$ cat src/logic/ssc_pkg.sv
`default_nettype none
package ssc_pkg;
  // ********************
  // register map
  // ********************
  localparam logic [7:0] OFS_CMD = 8'h14;
  localparam logic [7:0] OFS_CHANNEL_ENABLE_MASK = 8'h18;
  localparam logic [7:0] OFS_SCAN_RESULT_BITS = 8'h1C;
  localparam logic [7:0] OFS_STATUS = 8'h20;
  localparam logic [7:0] OFS_PTR = 8'h24;
  localparam logic [7:0] OFS_BUFRD = 8'h28;
  localparam logic [7:0] OFS_CURRENT_CHANNEL_INDEX = 8'h2C;
  localparam logic [7:0] OFS_DECST = 8'h30;
  localparam logic [7:0] OFS_DECIN = 8'h34;
  localparam logic [7:0] OFS_IDLE = 8'h38;
  // ********************
  // field positions
  // ********************
  localparam int CMD_START = 0;
  localparam int CMD_STOP = 1;
  localparam int CMD_DECODE = 2;
  localparam int CMD_FLUSH = 3;
  localparam int ST_AVAIL = 0;
  localparam int ST_HALF = 1;
  localparam int ST_FULL = 2;
  localparam int ST_RUN = 3;
  localparam int ST_IO = 4;
  localparam int ST_CONV = 5;
  localparam int PTR_WR_LSB = 5;
  localparam int NCH = 16;
  localparam int DEPTH = 16;
  localparam logic [4:0] HALF_LEVEL = 5'h08;
  localparam logic [4:0] FULL_LEVEL = 5'h10;
  // ********************
  // idle modes and timing
  // ********************
  localparam logic [1:0] IDLE_OFF = 2'h0;
  localparam logic [1:0] IDLE_HIGH = 2'h1;
  localparam logic [1:0] IDLE_LOW = 2'h2;
  localparam logic [1:0] IDLE_CONV = 2'h3;
  localparam int CH_DWELL = 4;
  localparam logic [3:0] DWELL_LAST = 4'(CH_DWELL - 1);
  localparam logic [15:0] SCAN_PERIOD_RST = 16'h0040;
  localparam logic [15:0] RST16 = 16'h0000;
  localparam logic [3:0] RST4 = 4'h0;

  typedef enum logic [1:0] {SSC_IDLE, SSC_SCAN, SSC_CONV} ssc_phase_t;

  typedef struct packed {
    logic [7:0] address;
    logic read;
    logic write;
    logic [31:0] writedata;
  } ssc_req_t;

  typedef struct packed {
    logic [31:0] readdata;
    logic waitrequest;
  } ssc_rsp_t;

  typedef struct packed {
    logic [15:0] out;
    logic [15:0] oe_b;
  } ssc_pins_t;
endpackage
`default_nettype wire

$ cat src/logic/ssc_idle_drive.sv
`timescale 1ns/1ps
`default_nettype none
// ********************
// per-channel idle-phase pin driver
// ********************
module ssc_idle_drive (
  input wire logic [31:0] cfg_i,
  input wire logic idle_i,
  input wire logic [15:0] active_o_i,
  input wire logic [15:0] active_oe_b_i,
  input wire logic conv_ch0_i,
  input wire logic conv_ch1_i,
  output ssc_pkg::ssc_pins_t pins_o
);
  // choose a value per channel; mode 3 only for groups with a converter path
  always_comb
  begin
    pins_o = '{out: active_o_i, oe_b: active_oe_b_i};
    for (int n = 0; n < ssc_pkg::NCH; n++)
    begin
      if (idle_i)
      begin
        unique case (cfg_i[2*n +: 2])
          ssc_pkg::IDLE_HIGH:
          begin
            pins_o.out[n] = 1'b1; // [RQ17]
            pins_o.oe_b[n] = 1'b0;
          end
          ssc_pkg::IDLE_LOW:
          begin
            pins_o.out[n] = 1'b0; // [RQ17]
            pins_o.oe_b[n] = 1'b0;
          end
          ssc_pkg::IDLE_CONV:
          begin
            // channels 4..11 have no converter path, pin stays released
            pins_o.out[n] = (n < 4) ? conv_ch0_i : conv_ch1_i; // [RQ20] [RQ18]
            pins_o.oe_b[n] = !((n < 4) || (n >= 12)); // [RQ19]
          end
          default:
          begin
            pins_o.out[n] = 1'b0; // [RQ17]
            pins_o.oe_b[n] = 1'b1;
          end
        endcase
      end
    end
  end
endmodule
`default_nettype wire

$ cat src/logic/ssc_regs.sv
// Contract
// [RQ1] writing one to command bit 0 starts periodic scanning
// [RQ2] command bit 1 stops scanning, after the unit_a scan completes
// [RQ3] command bit 2 starts the decoder
// [RQ4] command bit 3 empties the result buffer; command bits are strobes
// [RQ5] 16-bit channel enable mask, reset zero, bit X enables channel X
// [RQ6] read-only scan result, bit X from channel X evaluation, reset zero
// [RQ7] status bits 5,4,3: converter active, sensors interfaced, unit unit_a
// [RQ8] status bit 2 buffer full, bit 1 at least half full
// [RQ9] status bit 0 set while buffer holds unread data
// [RQ10] write pointer at bits 8:5, increments on each stored result
// [RQ11] read pointer at bits 3:0, increments on each data port read; the code leaves it unchanged on a read of an empty buffer
// [RQ12] data port read returns oldest result and consumes it
// [RQ13] 4-bit read-only current channel index, reset zero
// [RQ14] 4-bit decoder state, software writable, hardware updated
// [RQ15] 4-bit decoder input, software writable, hardware updated
// [RQ16] each channel has 2-bit idle field at bits 2N+1:2N
// [RQ17] idle field 0 disables, 1 drives high, 2 drives low
// [RQ18] channels 12-15 idle value 3 routes converter channel 1
// [RQ19] channels 10 and 11 support only disabled, high, low
// [RQ20] channels 0-3 idle value 3 routes converter channel 0
// [RQ21] reserved bits read zero and ignore writes
//
// Local design decision: the Avalon-MM register port.
`timescale 1ns/1ps
`default_nettype none
module ssc_regs (
  input wire logic core_clk_i,
  input wire logic rst_b_i,
  input wire ssc_pkg::ssc_req_t avm_i,
  output ssc_pkg::ssc_rsp_t avm_o,
  input wire logic [15:0] sense_i,
  input wire logic [3:0] dec_in_i,
  input wire logic conv_ch0_i,
  input wire logic conv_ch1_i,
  output ssc_pkg::ssc_pins_t pins_o
);
  // ********************
  // state
  // ********************
  typedef struct packed {
    logic [15:0] channel_enable_mask;
    logic [15:0] scan_result_bits;
    logic [15:0] scan_acc;
    logic [3:0] current_channel_index;
    logic [3:0] dwell;
    logic [15:0] period;
    logic unit_a;
    logic stop_pend;
    logic dec_on;
    logic [3:0] decoder_current_state;
    logic [3:0] decin;
    logic [31:0] idle;
    logic [3:0] wr;
    logic [3:0] rd;
    logic [4:0] level;
    logic [31:0] rdata;
    logic ack;
    ssc_pkg::ssc_phase_t phase;
  } ssc_state_t;

  ssc_state_t st_r;
  ssc_state_t st_nxt;
  logic [15:0] buf_mem [ssc_pkg::DEPTH];
  logic push;
  logic pop;
  logic wr_cmd;
  logic rd_cmd;

  // any later channel enabled after index c
  function automatic logic more_after(input logic [15:0] m, input logic [3:0] c);
    logic r;
    r = 1'b0;
    for (int i = 0; i < ssc_pkg::NCH; i++)
    begin
      if (i > int'(c) && m[i])
      begin
        r = 1'b1;
      end
    end
    return r;
  endfunction

  // first enabled channel index at or after c
  function automatic logic [3:0] next_en(input logic [15:0] m, input logic [3:0] c);
    logic [3:0] r;
    logic f;
    r = c;
    f = 1'b0;
    for (int i = 0; i < ssc_pkg::NCH; i++)
    begin
      if (!f && i >= int'(c) && m[i])
      begin
        r = 4'(i);
        f = 1'b1;
      end
    end
    return r;
  endfunction

  // single-cycle bus answer: the request waits one cycle, then acks
  assign wr_cmd = avm_i.write && !st_r.ack;
  assign rd_cmd = avm_i.read && !st_r.ack;
  assign avm_o = '{readdata: st_r.rdata, waitrequest: (avm_i.read || avm_i.write) && !st_r.ack};

  // ********************
  // next-state logic
  // ********************
  always_comb
  begin
    st_nxt = st_r;
    push = 1'b0;
    pop = 1'b0;
    st_nxt.ack = wr_cmd || rd_cmd;
    // scan engine
    unique case (st_r.phase)
      ssc_pkg::SSC_IDLE:
      begin
        if (st_r.unit_a)
        begin
          if (st_r.period != ssc_pkg::RST16)
          begin
            st_nxt.period = st_r.period - 16'h0001;
          end
          else if (st_r.channel_enable_mask != ssc_pkg::RST16)
          begin
            st_nxt.period = ssc_pkg::SCAN_PERIOD_RST;
            st_nxt.phase = ssc_pkg::SSC_SCAN;
            st_nxt.current_channel_index = next_en(st_r.channel_enable_mask, ssc_pkg::RST4); // [RQ13]
            st_nxt.dwell = ssc_pkg::RST4;
            st_nxt.scan_acc = ssc_pkg::RST16;
          end
        end
      end
      ssc_pkg::SSC_SCAN:
      begin
        st_nxt.dwell = st_r.dwell + 4'h1;
        if (st_r.dwell == ssc_pkg::DWELL_LAST)
        begin
          st_nxt.phase = ssc_pkg::SSC_CONV;
        end
      end
      ssc_pkg::SSC_CONV:
      begin
        // evaluate channel, store result word
        st_nxt.scan_acc[st_r.current_channel_index] = sense_i[st_r.current_channel_index];
        st_nxt.dwell = ssc_pkg::RST4;
        if (more_after(st_r.channel_enable_mask, st_r.current_channel_index))
        begin
          st_nxt.current_channel_index = next_en(st_r.channel_enable_mask, st_r.current_channel_index + 4'h1);
          st_nxt.phase = ssc_pkg::SSC_SCAN;
        end
        else
        begin
          st_nxt.phase = ssc_pkg::SSC_IDLE;
          st_nxt.scan_result_bits = st_r.scan_acc; // [RQ6]
          st_nxt.scan_result_bits[st_r.current_channel_index] = sense_i[st_r.current_channel_index];
          push = st_r.level != ssc_pkg::FULL_LEVEL;
          if (st_r.stop_pend)
          begin
            st_nxt.unit_a = 1'b0; // [RQ2]
            st_nxt.stop_pend = 1'b0;
          end
        end
      end
      default:
      begin
        // unused phase code, fall back to idle
        st_nxt.phase = ssc_pkg::SSC_IDLE;
      end
    endcase
    // decoder follows inputs while on
    if (st_r.dec_on)
    begin
      st_nxt.decin = dec_in_i; // [RQ15]
      st_nxt.decoder_current_state = dec_in_i ^ st_r.decoder_current_state; // [RQ14]
    end
    // register writes, software after hardware
    if (wr_cmd)
    begin
      unique case (avm_i.address)
        ssc_pkg::OFS_CMD:
        begin
          if (avm_i.writedata[ssc_pkg::CMD_START])
          begin
            st_nxt.unit_a = 1'b1; // [RQ1]
            st_nxt.stop_pend = 1'b0;
          end
          if (avm_i.writedata[ssc_pkg::CMD_STOP])
          begin
            if (st_r.phase == ssc_pkg::SSC_IDLE)
            begin
              st_nxt.unit_a = 1'b0; // [RQ2]
              // cancel a scan launched in this same cycle, so a stopped unit never scans
              st_nxt.phase = ssc_pkg::SSC_IDLE;
              st_nxt.current_channel_index = st_r.current_channel_index;
            end
            else
            begin
              st_nxt.stop_pend = 1'b1; // [RQ2]
            end
          end
          if (avm_i.writedata[ssc_pkg::CMD_DECODE])
          begin
            st_nxt.dec_on = 1'b1; // [RQ3]
          end
        end
        ssc_pkg::OFS_CHANNEL_ENABLE_MASK: st_nxt.channel_enable_mask = avm_i.writedata[15:0]; // [RQ5] [RQ21]
        ssc_pkg::OFS_DECST: st_nxt.decoder_current_state = avm_i.writedata[3:0]; // [RQ14]
        ssc_pkg::OFS_DECIN: st_nxt.decin = avm_i.writedata[3:0]; // [RQ15]
        ssc_pkg::OFS_IDLE: st_nxt.idle = avm_i.writedata; // [RQ16]
        default: st_nxt.idle = st_r.idle;
      endcase
    end
    // read mux, reserved bits zero
    st_nxt.rdata = 32'h00000000; // [RQ21]
    if (rd_cmd)
    begin
      unique case (avm_i.address)
        ssc_pkg::OFS_CHANNEL_ENABLE_MASK: st_nxt.rdata[15:0] = st_r.channel_enable_mask;
        ssc_pkg::OFS_SCAN_RESULT_BITS: st_nxt.rdata[15:0] = st_r.scan_result_bits; // [RQ6]
        ssc_pkg::OFS_STATUS:
        begin
          st_nxt.rdata[ssc_pkg::ST_CONV] = st_r.phase == ssc_pkg::SSC_CONV; // [RQ7]
          st_nxt.rdata[ssc_pkg::ST_IO] = st_r.phase != ssc_pkg::SSC_IDLE; // [RQ7]
          st_nxt.rdata[ssc_pkg::ST_RUN] = st_r.unit_a; // [RQ7]
          st_nxt.rdata[ssc_pkg::ST_FULL] = st_r.level == ssc_pkg::FULL_LEVEL; // [RQ8]
          st_nxt.rdata[ssc_pkg::ST_HALF] = st_r.level >= ssc_pkg::HALF_LEVEL; // [RQ8]
          st_nxt.rdata[ssc_pkg::ST_AVAIL] = st_r.level != 5'h00; // [RQ9]
        end
        ssc_pkg::OFS_PTR:
        begin
          st_nxt.rdata[ssc_pkg::PTR_WR_LSB +: 4] = st_r.wr; // [RQ10]
          st_nxt.rdata[3:0] = st_r.rd; // [RQ11]
        end
        ssc_pkg::OFS_BUFRD:
        begin
          st_nxt.rdata[15:0] = buf_mem[st_r.rd]; // [RQ12]
          pop = st_r.level != 5'h00;
        end
        ssc_pkg::OFS_CURRENT_CHANNEL_INDEX: st_nxt.rdata[3:0] = st_r.current_channel_index; // [RQ13]
        ssc_pkg::OFS_DECST: st_nxt.rdata[3:0] = st_r.decoder_current_state;
        ssc_pkg::OFS_DECIN: st_nxt.rdata[3:0] = st_r.decin;
        ssc_pkg::OFS_IDLE: st_nxt.rdata = st_r.idle;
        default: st_nxt.rdata = 32'h00000000;
      endcase
    end
    // buffer pointers; flush wins over any same-cycle push or pop
    if (push)
    begin
      st_nxt.wr = st_r.wr + 4'h1; // [RQ10]
    end
    if (pop)
    begin
      st_nxt.rd = st_r.rd + 4'h1; // [RQ11] [RQ12]
    end
    st_nxt.level = st_r.level + {4'h0, push} - {4'h0, pop};
    if (wr_cmd && avm_i.address == ssc_pkg::OFS_CMD && avm_i.writedata[ssc_pkg::CMD_FLUSH])
    begin
      st_nxt.wr = ssc_pkg::RST4; // [RQ4]
      st_nxt.rd = ssc_pkg::RST4;
      st_nxt.level = 5'h00;
    end
  end

  // ********************
  // registers
  // ********************
  always_ff @(posedge core_clk_i or negedge rst_b_i)
  begin
    if (!rst_b_i)
    begin
      st_r <= '0;
      st_r.period <= ssc_pkg::SCAN_PERIOD_RST;
    end
    else
    begin
      st_r <= st_nxt;
    end
  end

  // result storage, content undefined after reset
  always_ff @(posedge core_clk_i)
  begin
    if (push)
    begin
      buf_mem[st_r.wr] <= st_nxt.scan_result_bits;
    end
  end

  // pin drive: active channel driven with its enable while scanning
  ssc_idle_drive u_drive (
    .cfg_i(st_r.idle),
    .idle_i(st_r.phase == ssc_pkg::SSC_IDLE),
    .active_o_i(16'h0000),
    .active_oe_b_i(~(16'h0001 << st_r.current_channel_index)),
    .conv_ch0_i(conv_ch0_i),
    .conv_ch1_i(conv_ch1_i),
    .pins_o(pins_o)
  );

  // ********************
  // checks
  // ********************
  bus_ack_a: assert property (@(posedge core_clk_i) disable iff (!rst_b_i) // [RQ12]
    (avm_i.read || avm_i.write) && !st_r.ack |=> st_r.ack)
    else $error("bus not acked after one cycle");
  stop_wait_a: assert property (@(posedge core_clk_i) disable iff (!rst_b_i) // [RQ2]
    st_r.stop_pend |-> st_r.unit_a)
    else $error("unit stopped with stop pending");
  full_level_a: assert property (@(posedge core_clk_i) disable iff (!rst_b_i) // [RQ8]
    st_r.level <= ssc_pkg::FULL_LEVEL)
    else $error("buffer level overflow");
  ptr_gap_a: assert property (@(posedge core_clk_i) disable iff (!rst_b_i) // [RQ10]
    st_r.wr == st_r.rd + st_r.level[3:0])
    else $error("pointer gap mismatch");
  pop_adv_a: assert property (@(posedge core_clk_i) disable iff (!rst_b_i) // [RQ11]
    pop && !push && !(wr_cmd) |=> st_r.rd == $past(st_r.rd) + 4'h1)
    else $error("read pointer did not advance");
  start_run_a: assert property (@(posedge core_clk_i) disable iff (!rst_b_i) // [RQ1]
    wr_cmd && avm_i.address == ssc_pkg::OFS_CMD && avm_i.writedata[ssc_pkg::CMD_START]
      && !avm_i.writedata[ssc_pkg::CMD_STOP] |=> st_r.unit_a)
    else $error("start did not set unit_a");
  flush_empty_a: assert property (@(posedge core_clk_i) disable iff (!rst_b_i) // [RQ4]
    wr_cmd && avm_i.address == ssc_pkg::OFS_CMD && avm_i.writedata[ssc_pkg::CMD_FLUSH]
      |=> st_r.level == 5'h00)
    else $error("flush left data");
  channel_enable_mask_hold_a: assert property (@(posedge core_clk_i) disable iff (!rst_b_i) // [RQ5]
    !(wr_cmd && avm_i.address == ssc_pkg::OFS_CHANNEL_ENABLE_MASK) |=> $stable(st_r.channel_enable_mask))
    else $error("enable mask changed without write");
  // scan engine, pointer and decoder checks
  scan_run_a: assert property (@(posedge core_clk_i) disable iff (!rst_b_i) // [RQ7]
    st_r.phase != ssc_pkg::SSC_IDLE |-> st_r.unit_a)
    else $error("scanning while unit not unit_a");
  push_adv_a: assert property (@(posedge core_clk_i) disable iff (!rst_b_i) // [RQ10]
    push && !(wr_cmd && avm_i.address == ssc_pkg::OFS_CMD && avm_i.writedata[ssc_pkg::CMD_FLUSH])
      |=> st_r.wr == $past(st_r.wr) + 4'h1)
    else $error("write pointer did not advance");
  stop_idle_a: assert property (@(posedge core_clk_i) disable iff (!rst_b_i) // [RQ2]
    wr_cmd && avm_i.address == ssc_pkg::OFS_CMD && avm_i.writedata[ssc_pkg::CMD_STOP]
      && !avm_i.writedata[ssc_pkg::CMD_START] && st_r.phase == ssc_pkg::SSC_IDLE |=> !st_r.unit_a)
    else $error("idle stop left unit unit_a");
  dec_hold_a: assert property (@(posedge core_clk_i) disable iff (!rst_b_i) // [RQ14]
    !st_r.dec_on && !wr_cmd |=> $stable(st_r.decoder_current_state))
    else $error("decoder state moved while off");
endmodule
`default_nettype wire

$ cat config.mk
export PLATFORM = sky130hd
export DESIGN_NAME = ssc_regs
export DESIGN_NICKNAME = d
export VERILOG_FILES = /design/src/logic/ssc_pkg.sv /design/src/logic/ssc_idle_drive.sv /design/src/logic/ssc_regs.sv
export SDC_FILE = /design/constraint.sdc
export NUM_CORES = 1
export LEC_CHECK = 0
export BUFFER_PORTS_ARGS = -buffer_cell sky130_fd_sc_hd__buf_2
export CORE_ASPECT_RATIO = 0.9
export CORE_UTILIZATION = 44
export DETAILED_ROUTE_END_ITERATION = 6
export HOLD_SLACK_MARGIN = 0.02
export PLACE_DENSITY_LB_ADDON = 0.15
export SYNTH_ARGS = -nofsm -noshare
export SYNTH_HDL_FRONTEND = slang
export SYNTH_SLANG_ARGS = --single-unit
$ cat constraint.sdc
create_clock -name core_clk_i -period 3.5 [get_ports core_clk_i]
set_clock_uncertainty 0.15 [all_clocks]
set_input_delay 1.05 -clock core_clk_i [delete_from_list [all_inputs] [get_ports core_clk_i]]
set_output_delay 1.05 -clock core_clk_i [all_outputs]
set_load 0.005 [all_outputs]
==> results of run 1 <==
[power breakdown]
group | internal [uW] | leakage, uW | switching [uW] | total (uW)
clock | 2850 | 0.000728 | 1970 | 4820
combinational | 642 | 0.00397 | 908 | 1550
sequential | 5420 | 0.00506 | 210 | 5630
[per-layer routing]
metal	track usage, %	part of all wire, %	up-vias	routed length (um)
met1	35.4	44	6520	23900
met4	7.12	2.2	0	1210
met3	3.32	7.0	77	3770
li1	-	-	5584	-
met5	0	0	-	0
met2	39.0	47	526	25400
[flip-flops by register name (all words and copies together) (netlist names)]
signal   flops
avm_o       32
buf_mem    256
st_r       131
[worst reg2reg max path, cell delays in order (launching register included)]
cell       delay, ns
dfrtp_1         0.42
inv_1           0.12
ha_2            0.23
nor2b_1         0.05
o21ai_0         0.13
nand4_1         0.12
a2bb2oi_1       0.20
nor3_4          0.23
inv_2           0.09
ha_1            0.28
inv_1           0.04
ha_1            0.20
fa_1            0.39
a21oi_1         0.15
nor2_1          0.07
or3_1           0.30
a21oi_1         0.15
[Yosys cell counts (all sizes together) (14+ instances only)]
library cell,n,share of area (%)
a31oi,18,0.59
mux4,85,10
o22ai,14,0.78
mux2i,18,0.94
mux2,56,3.3
ha,42,2.7
edfxtp,256,40
nor2b,15,0.49
clkbuf,57,1.1
dfrtp,162,21
a22oi,24,0.94
and3,27,0.88
buf,49,1.7
o21ai,43,1.1
nor2,93,1.8
nor4,14,0.46
a21oi,83,2.2
inv,48,0.94
nand2,78,1.5
nand3,17,0.44
[cells by family (layout without fill, tap and decap cells)]
group | count (synthesis) | after routing | share of synthesized area, %
adder cells (fa/ha/maj) | 43 | 43 | 2.84
flip-flops | 419 | 419 | 61.3
AND/OR/NAND/NOR | 320 | 320 | 8.45
AO/OA/AOI/OAI | 246 | 246 | 8.49
multiplexers | 159 | 159 | 14.2
XOR/XNOR | 23 | 23 | 1.05
buffers and inverters | 156 | 393 | 3.74
[area by class of cell]
| cell class | count | area [um2] | share of cell area, % |
|---|---|---|---|
| Sequential cell | 419 | 11800 | 51.6 |
| Multi-Input combinational cell | 791 | 6820 | 29.9 |
| Timing Repair Buffer | 263 | 1850 | 8.10 |
| Clock buffer | 55 | 1180 | 5.19 |
| Tap cell | 555 | 694 | 3.05 |
| Clock inverter | 25 | 299 | 1.31 |
| Inverter | 50 | 189 | 0.829 |
[final timing paths]
check	startpoint	end	slack (ns)	cells after the start
max in group asynchronous	rst_b_i	avm_o[10]$_DFF_PN0_	2.21	2
min in group core_clk_i	st_r[97]$_DFFE_PN1P_	st_r[97]$_DFFE_PN1P_	0.32	2
max reg2reg	st_r[111]$_DFFE_PN0P_	st_r[39]$_DFF_PN0_	0.09	16
max	st_r[112]$_DFFE_PN0P_	pins_o[0]	0.02	7
min reg2reg	st_r[97]$_DFFE_PN1P_	st_r[97]$_DFFE_PN1P_	0.32	2
min	rst_b_i	st_r[52]$_DFFE_PN0P_	0.30	1
[timing repair]
| item | 4_1_cts | 5_1_grt |
|---|---|---|
| pin swaps | 0 | 1 |
| endpoints found under the hold margin | 0 | 0 |
| buffers inserted | 0 | 0 |
| resized for setup | 9 | 13 |
| endpoints found under the setup margin | 16 | 14 |
[through the flow]
stage	hold WS [ns]	utilization, %	power (uW)
3_3_place_gp	0.316	49.3	7200
2_1_floorplan	0.301	-	6630
5_1_grt	0.320	52.9	12500
3_5_place_dp	0.317	49.3	7220
4_1_cts	0.298	52.8	12100
6_report	0.302	52.9	12000
==> summary.md, run 1 <==
| Metric | Value |
|---|---|
| Root buffer cell | clkbuf_16 |
| DP HPWL | 38,100 um |
| Total CTS buffers | 44 |
| Ordered cell list for the critical path | buf_4, buf_4, inv_1, ha_2, nand2_1, o21a_1, buf_2 |
| Bufs and invs on worst path | 4 |
| First-pass GRT wire length | 81,100 um |
| Worst path most repeated cell | buf_4 |
| WL final | 54,200 um |
| PD cells | 527 nW/um2 |
| Core area | 43,100 um2 |
| GP Congestion | 0.901 |
| Post-Syn Instances | 1,366 |
| Post-place setup slack | -0.00324 ns |
| Starting Density | 44.6% |
| N_diodes | 0 |
| Worst slew pin tran | 0.816 ns |
| Vias in the first global route | 12.4k |
| Peak supply drop | 0.425 mV |
| DRT iter0 DRCs | 1,259 |
| Commonest non-fill, non-tap cell in the layout | edfxtp_1 |
| Worst hold path type | primary input to asynchronous set/reset pin |
| Clock sink count | 419 |
| CP Max Fanout | 5 |
| Register clock-pin slew on the reported worst setup and hold paths | 0.06 ns |
| Layout cells sized above 1 | 32.6% |
| Fillers | 3,612 |
| Cts hold-fix bufs | 0 |
| Worst skew pair latency | 0.58 ns |
| Setup CP Type | flop to primary output |
| Synth Cell Area | 19,200 um2 |
| Register area share after synthesis | 61.3% |
| Largest net degree at the start of global routing | 51 |
| Die Wd | 222 um |
| DRC | 0 |
| Relative slew slack | 45.6% |
| Worst EP required | 2.30 ns |
| Initial antenna violation count | 1 |
| Max Fclk | 287 MHz |
| CTS tree | yes |
| RSZ-0062 raised after global routing | yes |
| Status | finished, final reports clean |
| Setup TNS | 0 ns |
| Die height | 200 um |
| Post-route non-filler standard cell count | 2,158 |
| Avg Inst Size Synth | 14.1 um2 |
| Post-DR vias/cell | 5.89 |
| Library cells used by synthesis | 77 |
| Crit-path max cell delay | 0.41 ns |
| Final min period | 3.48 ns |
| Number of synthesized register bits | 419 |
| Area growth syn-to-layout | 18.7% |
| Final max-slew violation count | 0 |
| Crit path max-delay family | buffers and inverters |
| Worst EP arrival | 2.28 ns |
| Antenna Violating Nets Remaining | 0 |
| Die area | 44,500 um2 |
| YS warnings | 0 |
| Main synth FF type | edfxtp_1 |
| Grt total ovfl | 0 |
| Area after DPL | 21,200 um2 |
| Slowest cell on crit path | dfrtp_1 |
| Worst Setup End Kind | primary output |
| Setup violations, final | 0 |
| Placed Instances | 2,078 |
| H-tree depth | 2 |
| Final instance area | 22,800 um2 |
| Cell row count | 72 |
| CP Launch Type | flop |
| Final WS setup | 0.0180 ns |
| Max-cap violations | 0 |
| Nets | 1,678 |
| Pleak | 0.00976 uW |
| Period utilisation layout | 99.5% |
| Async S/R FF share, synth | 38.9% |
| Syn nets | 1,475 |
| Wire per inst | 25.1 um |
| Final hold vios | 0 |
| # IOs | 131 |
| Clock buffer depth | 3 |
| Most frequent cells in the layout | edfxtp_1 (256), dfrtp_1 (160), buf_2 (129) |
| PortBufs | 130 |
| Tot GR Track Use | 24.6% |
| Post-synth EDFFs | 256 |
| Total number of vias | 12.7k |
| DRT Pass-1 Iters | 5 |
Note: power is estimated with default switching activity, not from simulation.
==> inputs of run 2 (changes only) <==
--- a/config.mk
+++ b/config.mk
@@ -13,4 +13,5 @@
 export PLACE_DENSITY_LB_ADDON = 0.15
 export SYNTH_ARGS = -nofsm -noshare
 export SYNTH_HDL_FRONTEND = slang
+export SYNTH_HIERARCHICAL = 1
 export SYNTH_SLANG_ARGS = --single-unit
==> run 2 against run 1 <==
Compared with the run above: sequential share of layout area is 0.30 points higher; clock power shrank 5.2%; sequential power about the same; register-to-register slack better by 0.09 ns; highest routed layer unchanged; die area up 0.87%; final cell count is 1.6% higher; global-route usage shrank 0.65 points.
==> summary.md, run 2 <==
| Metric | Value |
|---|---|
| Most frequent cells in the layout | edfxtp_1 (256), dfrtp_1 (157), buf_2 (129) |
| Most common library cells after synthesis | edfxtp_1 (256), dfrtp_1 (162), nand2_1 (101) |
| Async S/R FF share, synth | 38.9% (unchanged) |
| Largest family of logic cells by synthesized area | multiplexers |
| Nets | 1,713 (+2.1%) |
| Root buffer cell | clkbuf_16 |
| Synth Cell Area | 19,400 um2 (+0.87%) |
| Commonest non-fill, non-tap cell in the layout | edfxtp_1 |
| Worst EP required | 2.30 ns (about the same) |
| Final instance area | 22,700 um2 (-0.54%) |
| Final min period | 3.48 ns (+0.00227 ns) |
| Worst EP arrival | 2.28 ns (about the same) |
| CP Max Fanout | 5 (unchanged) |
| Post-route non-filler standard cell count | 2,192 (+1.6%) |
| Max-cap violations | 0 (unchanged) |
| Relative slew slack | 20.8% (-25 points) |
| Crit-path max cell delay | 0.46 ns (+0.05 ns) |
| Final Util | 52.4% (-0.51 points) |
| Cell accounting for the most synthesized area | edfxtp_1 |
| Worst reg2reg setup slack | 0.18 ns (+0.09 ns) |
| Capture point of the worst path | pins_o[12] |
| Main synth FF type | edfxtp_1 |
| Avg Inst Size Synth | 13.8 um2 (-1.7%) |
| Register area share after synthesis | 60.7% (-0.53 points) |
| H-tree depth | 2 (unchanged) |
| Die area | 44,900 um2 (+0.87%) |
| Cts hold-fix bufs | 0 (unchanged) |
| Final hold vios | 0 (unchanged) |
| Post-synthesis xor/xnor area fraction | 1.17% (+0.12 points) |
| Register clock-pin slew on the reported worst setup and hold paths | 0.07 ns (about the same) |
| Antenna Violating Nets Remaining | 0 (unchanged) |
| Placed Instances | 2,113 (+1.7%) |
| Post-synthesis compound-gate area fraction | 8.20% (-0.29 points) |
| Slowest cell on crit path | dfrtp_2 |
| Pleak | 0.00975 uW (about the same) |
| Top reg by flops | buf_mem |
| Largest net degree at the start of global routing | 63 (+24%) |
| Worst hold path type | primary input to asynchronous set/reset pin |
| Peak supply drop | 0.456 mV (+7.2%) |
| YS warnings | 6 (+6) |
| Clock buffer depth | 3 (unchanged) |
| CTS tree | yes |
| Worst setup path start | st_r[111]$_DFFE_PN0P_ |
| DP HPWL | 36,300 um (-4.8%) |
| R2r endpoint | st_r[39]$_DFF_PN0_ |
| PD cells | 507 nW/um2 (-3.8%) |
| Multiplexer area fraction after synthesis | 14.2% (+0.026 points) |
| Ordered cell list for the critical path | inv_2, buf_4, ha_1, nand3_1, mux2_2, buf_2 |
| DRC | 0 (unchanged) |
| Core area | 43,200 um2 (+0.42%) |
| Die height | 201 um (+0.43%) |
| Status | finished, final reports clean |
| Area growth syn-to-layout | 17.0% |
| Area share of the largest cell type after synthesis | 39.7% (-0.35 points) |
| Initial antenna violation count | 1 (unchanged) |
| Total number of vias | 12.6k (-1.2%) |
| Period utilisation layout | 99.6% (about the same) |
| Layout cells sized above 1 | 30.3% (-2.2 points) |
| Worst skew pair latency | 0.58 ns (about the same) |
| Vias in the first global route | 12.6k (+1.4%) |
| Total CTS buffers | 44 (unchanged) |
| # IOs | 131 (unchanged) |
| Starting Density | 44.8% (+0.20 points) |
| Cell row count | 72 (unchanged) |
| Top-count cell post-synth | edfxtp_1 |
| Grt total ovfl | 0 (unchanged) |
| Worst Setup End Kind | primary output |
| Clock sink count | 419 (unchanged) |
| Max reg flops | 256 (unchanged) |
| WL final | 52,600 um (-3.1%) |
| Area after DPL | 21,200 um2 (-0.13%) |
| GP Congestion | 0.907 (+0.67%) |
| Wire per inst | 24.0 um (-4.6%) |
| Number of synthesized register bits | 419 (unchanged) |
| Worst slew pin tran | 1.19 ns (+0.372 ns) |
| PortBufs | 130 (unchanged) |
| DRT iter0 DRCs | 964 (-23%) |
| Post-synth EDFFs | 256 (unchanged) |
| Max Fclk | 287 MHz (about the same) |
| Post-DR vias/cell | 5.73 (-2.7%) |
| Ranking of synthesized cells by area | edfxtp_1 (40%), dfrtp_1 (21%), mux4_2 (9.8%) |
| CP Launch Type | flop |
| Die Wd | 223 um (+0.43%) |
| Setup CP Type | flop to primary output |
| DRT Pass-1 Iters | 6 (+1) |
| Adder-Cell Fraction of Synth Area | 2.81% (-0.025 points) |
| Tot GR Track Use | 23.9% (-0.65 points) |
| Library cells used by synthesis | 77 (unchanged) |
| Final max-slew violation count | 0 (unchanged) |
| FF-to-FF path depth | 14 (-2) |
| RSZ-0062 raised after global routing | yes |
| First-pass GRT wire length | 79,900 um (-1.5%) |
| Post-Syn Instances | 1,402 (+2.6%) |
| Simple-Gate Fraction of Synth Area | 8.92% (+0.47 points) |
| Setup violations, final | 0 (unchanged) |
| Crit Reg-Reg Startpoint | st_r[159]$_DFFE_PN0P_ |
run 2: changes by cell type in the layout (fill, tap and decap cells not counted), sizes merged, moves of 7 or more:
cell / previous run / this run
buf: 263 / 238
nand2: 78 / 101
conb: 0 / 16
inv: 49 / 61
and3: 27 / 38
o22ai: 14 / 25
mux2: 56 / 65
nor2b: 15 / 22
run 2: repair_timing:
item	in CTS	in global routing
gates resized for setup	1	12
endpoints found under the setup margin	3	15
pin swaps	0	2
setup buffers	0	0
run 2: per-layer routing:
metal	part of all wire (%)	wire length [um]	GRT usage, %	vias to the layer above
met2	47	24900	38.7	406
met1	45	23600	33.8	6436
li1	-	-	-	5656
met5	0	0	0	-
met3	5.9	3130	3.87	61
met4	1.8	936	6.08	0
run 2: layout make-up:
class | instances | area (um2)
fill | 3695 | 20600
sequential | 419 | 11800
multi-input combinational | 841 | 6990
timing repair buffer | 238 | 1590
clock buffer | 59 | 1230
tap | 555 | 694
inverter | 60 | 225
clock inverter | 19 | 165
antenna | 1 | 2.50
run 2: cell families after synthesis:
logic type               count (synthesis)
multiplexers                           162
AO/OA/AOI/OAI                          247
flip-flops                             419
XOR/XNOR                                25
adder cells (fa/ha/maj)                 43
other                                    1
AND/OR/NAND/NOR                        348
buffers and inverters                  157
run 2: how the worst min path moves through the flow:
stage,to,from
6_report,st_r[53]$_DFFE_PN0P_,rst_b_i
5_1_grt,st_r[152]$_DFFE_PN0P_,rst_b_i
4_1_cts,st_r[53]$_DFFE_PN0P_,rst_b_i
3_5_place_dp,st_r[110]$_DFFE_PN0P_,st_r[110]$_DFFE_PN0P_
3_3_place_gp,st_r[2]$_DFF_PN0_,st_r[2]$_DFF_PN0_
2_1_floorplan,st_r[2]$_DFF_PN0_,st_r[2]$_DFF_PN0_
run 2: metrics by stage:
| stage | TNS (ns) | setup WS, ns | hold slack (ns) | power [uW] |
|---|---|---|---|---|
| after floorplan | 0 | 0.00657 | 0.311 | 6510 |
| after global placement | 0 | 0.0178 | 0.328 | 6970 |
| after detailed placement | 0 | 0.00608 | 0.335 | 6990 |
| after CTS | 0 | 0.0191 | 0.269 | 11600 |
| after global routing | -0.126 | -0.0524 | 0.291 | 12000 |
| final | 0 | 0.0157 | 0.263 | 11500 |
run 2: where the power goes:
part / switching, uW / leakage, uW / internal [uW]
sequential: 217 / 0.00504 / 5430
clock: 1940 / 0.000689 / 2620
combinational: 711 / 0.00403 / 571
run 2: worst max-delay path, delay by kind of cell, from the launching register on:
kind | cells | cell delay, ns
adder cells (fa/ha/maj) | 1 | 0.29
AND/OR/NAND/NOR | 1 | 0.26
multiplexers | 1 | 0.34
flip-flops | 1 | 0.46
buffers and inverters | 3 | 0.37
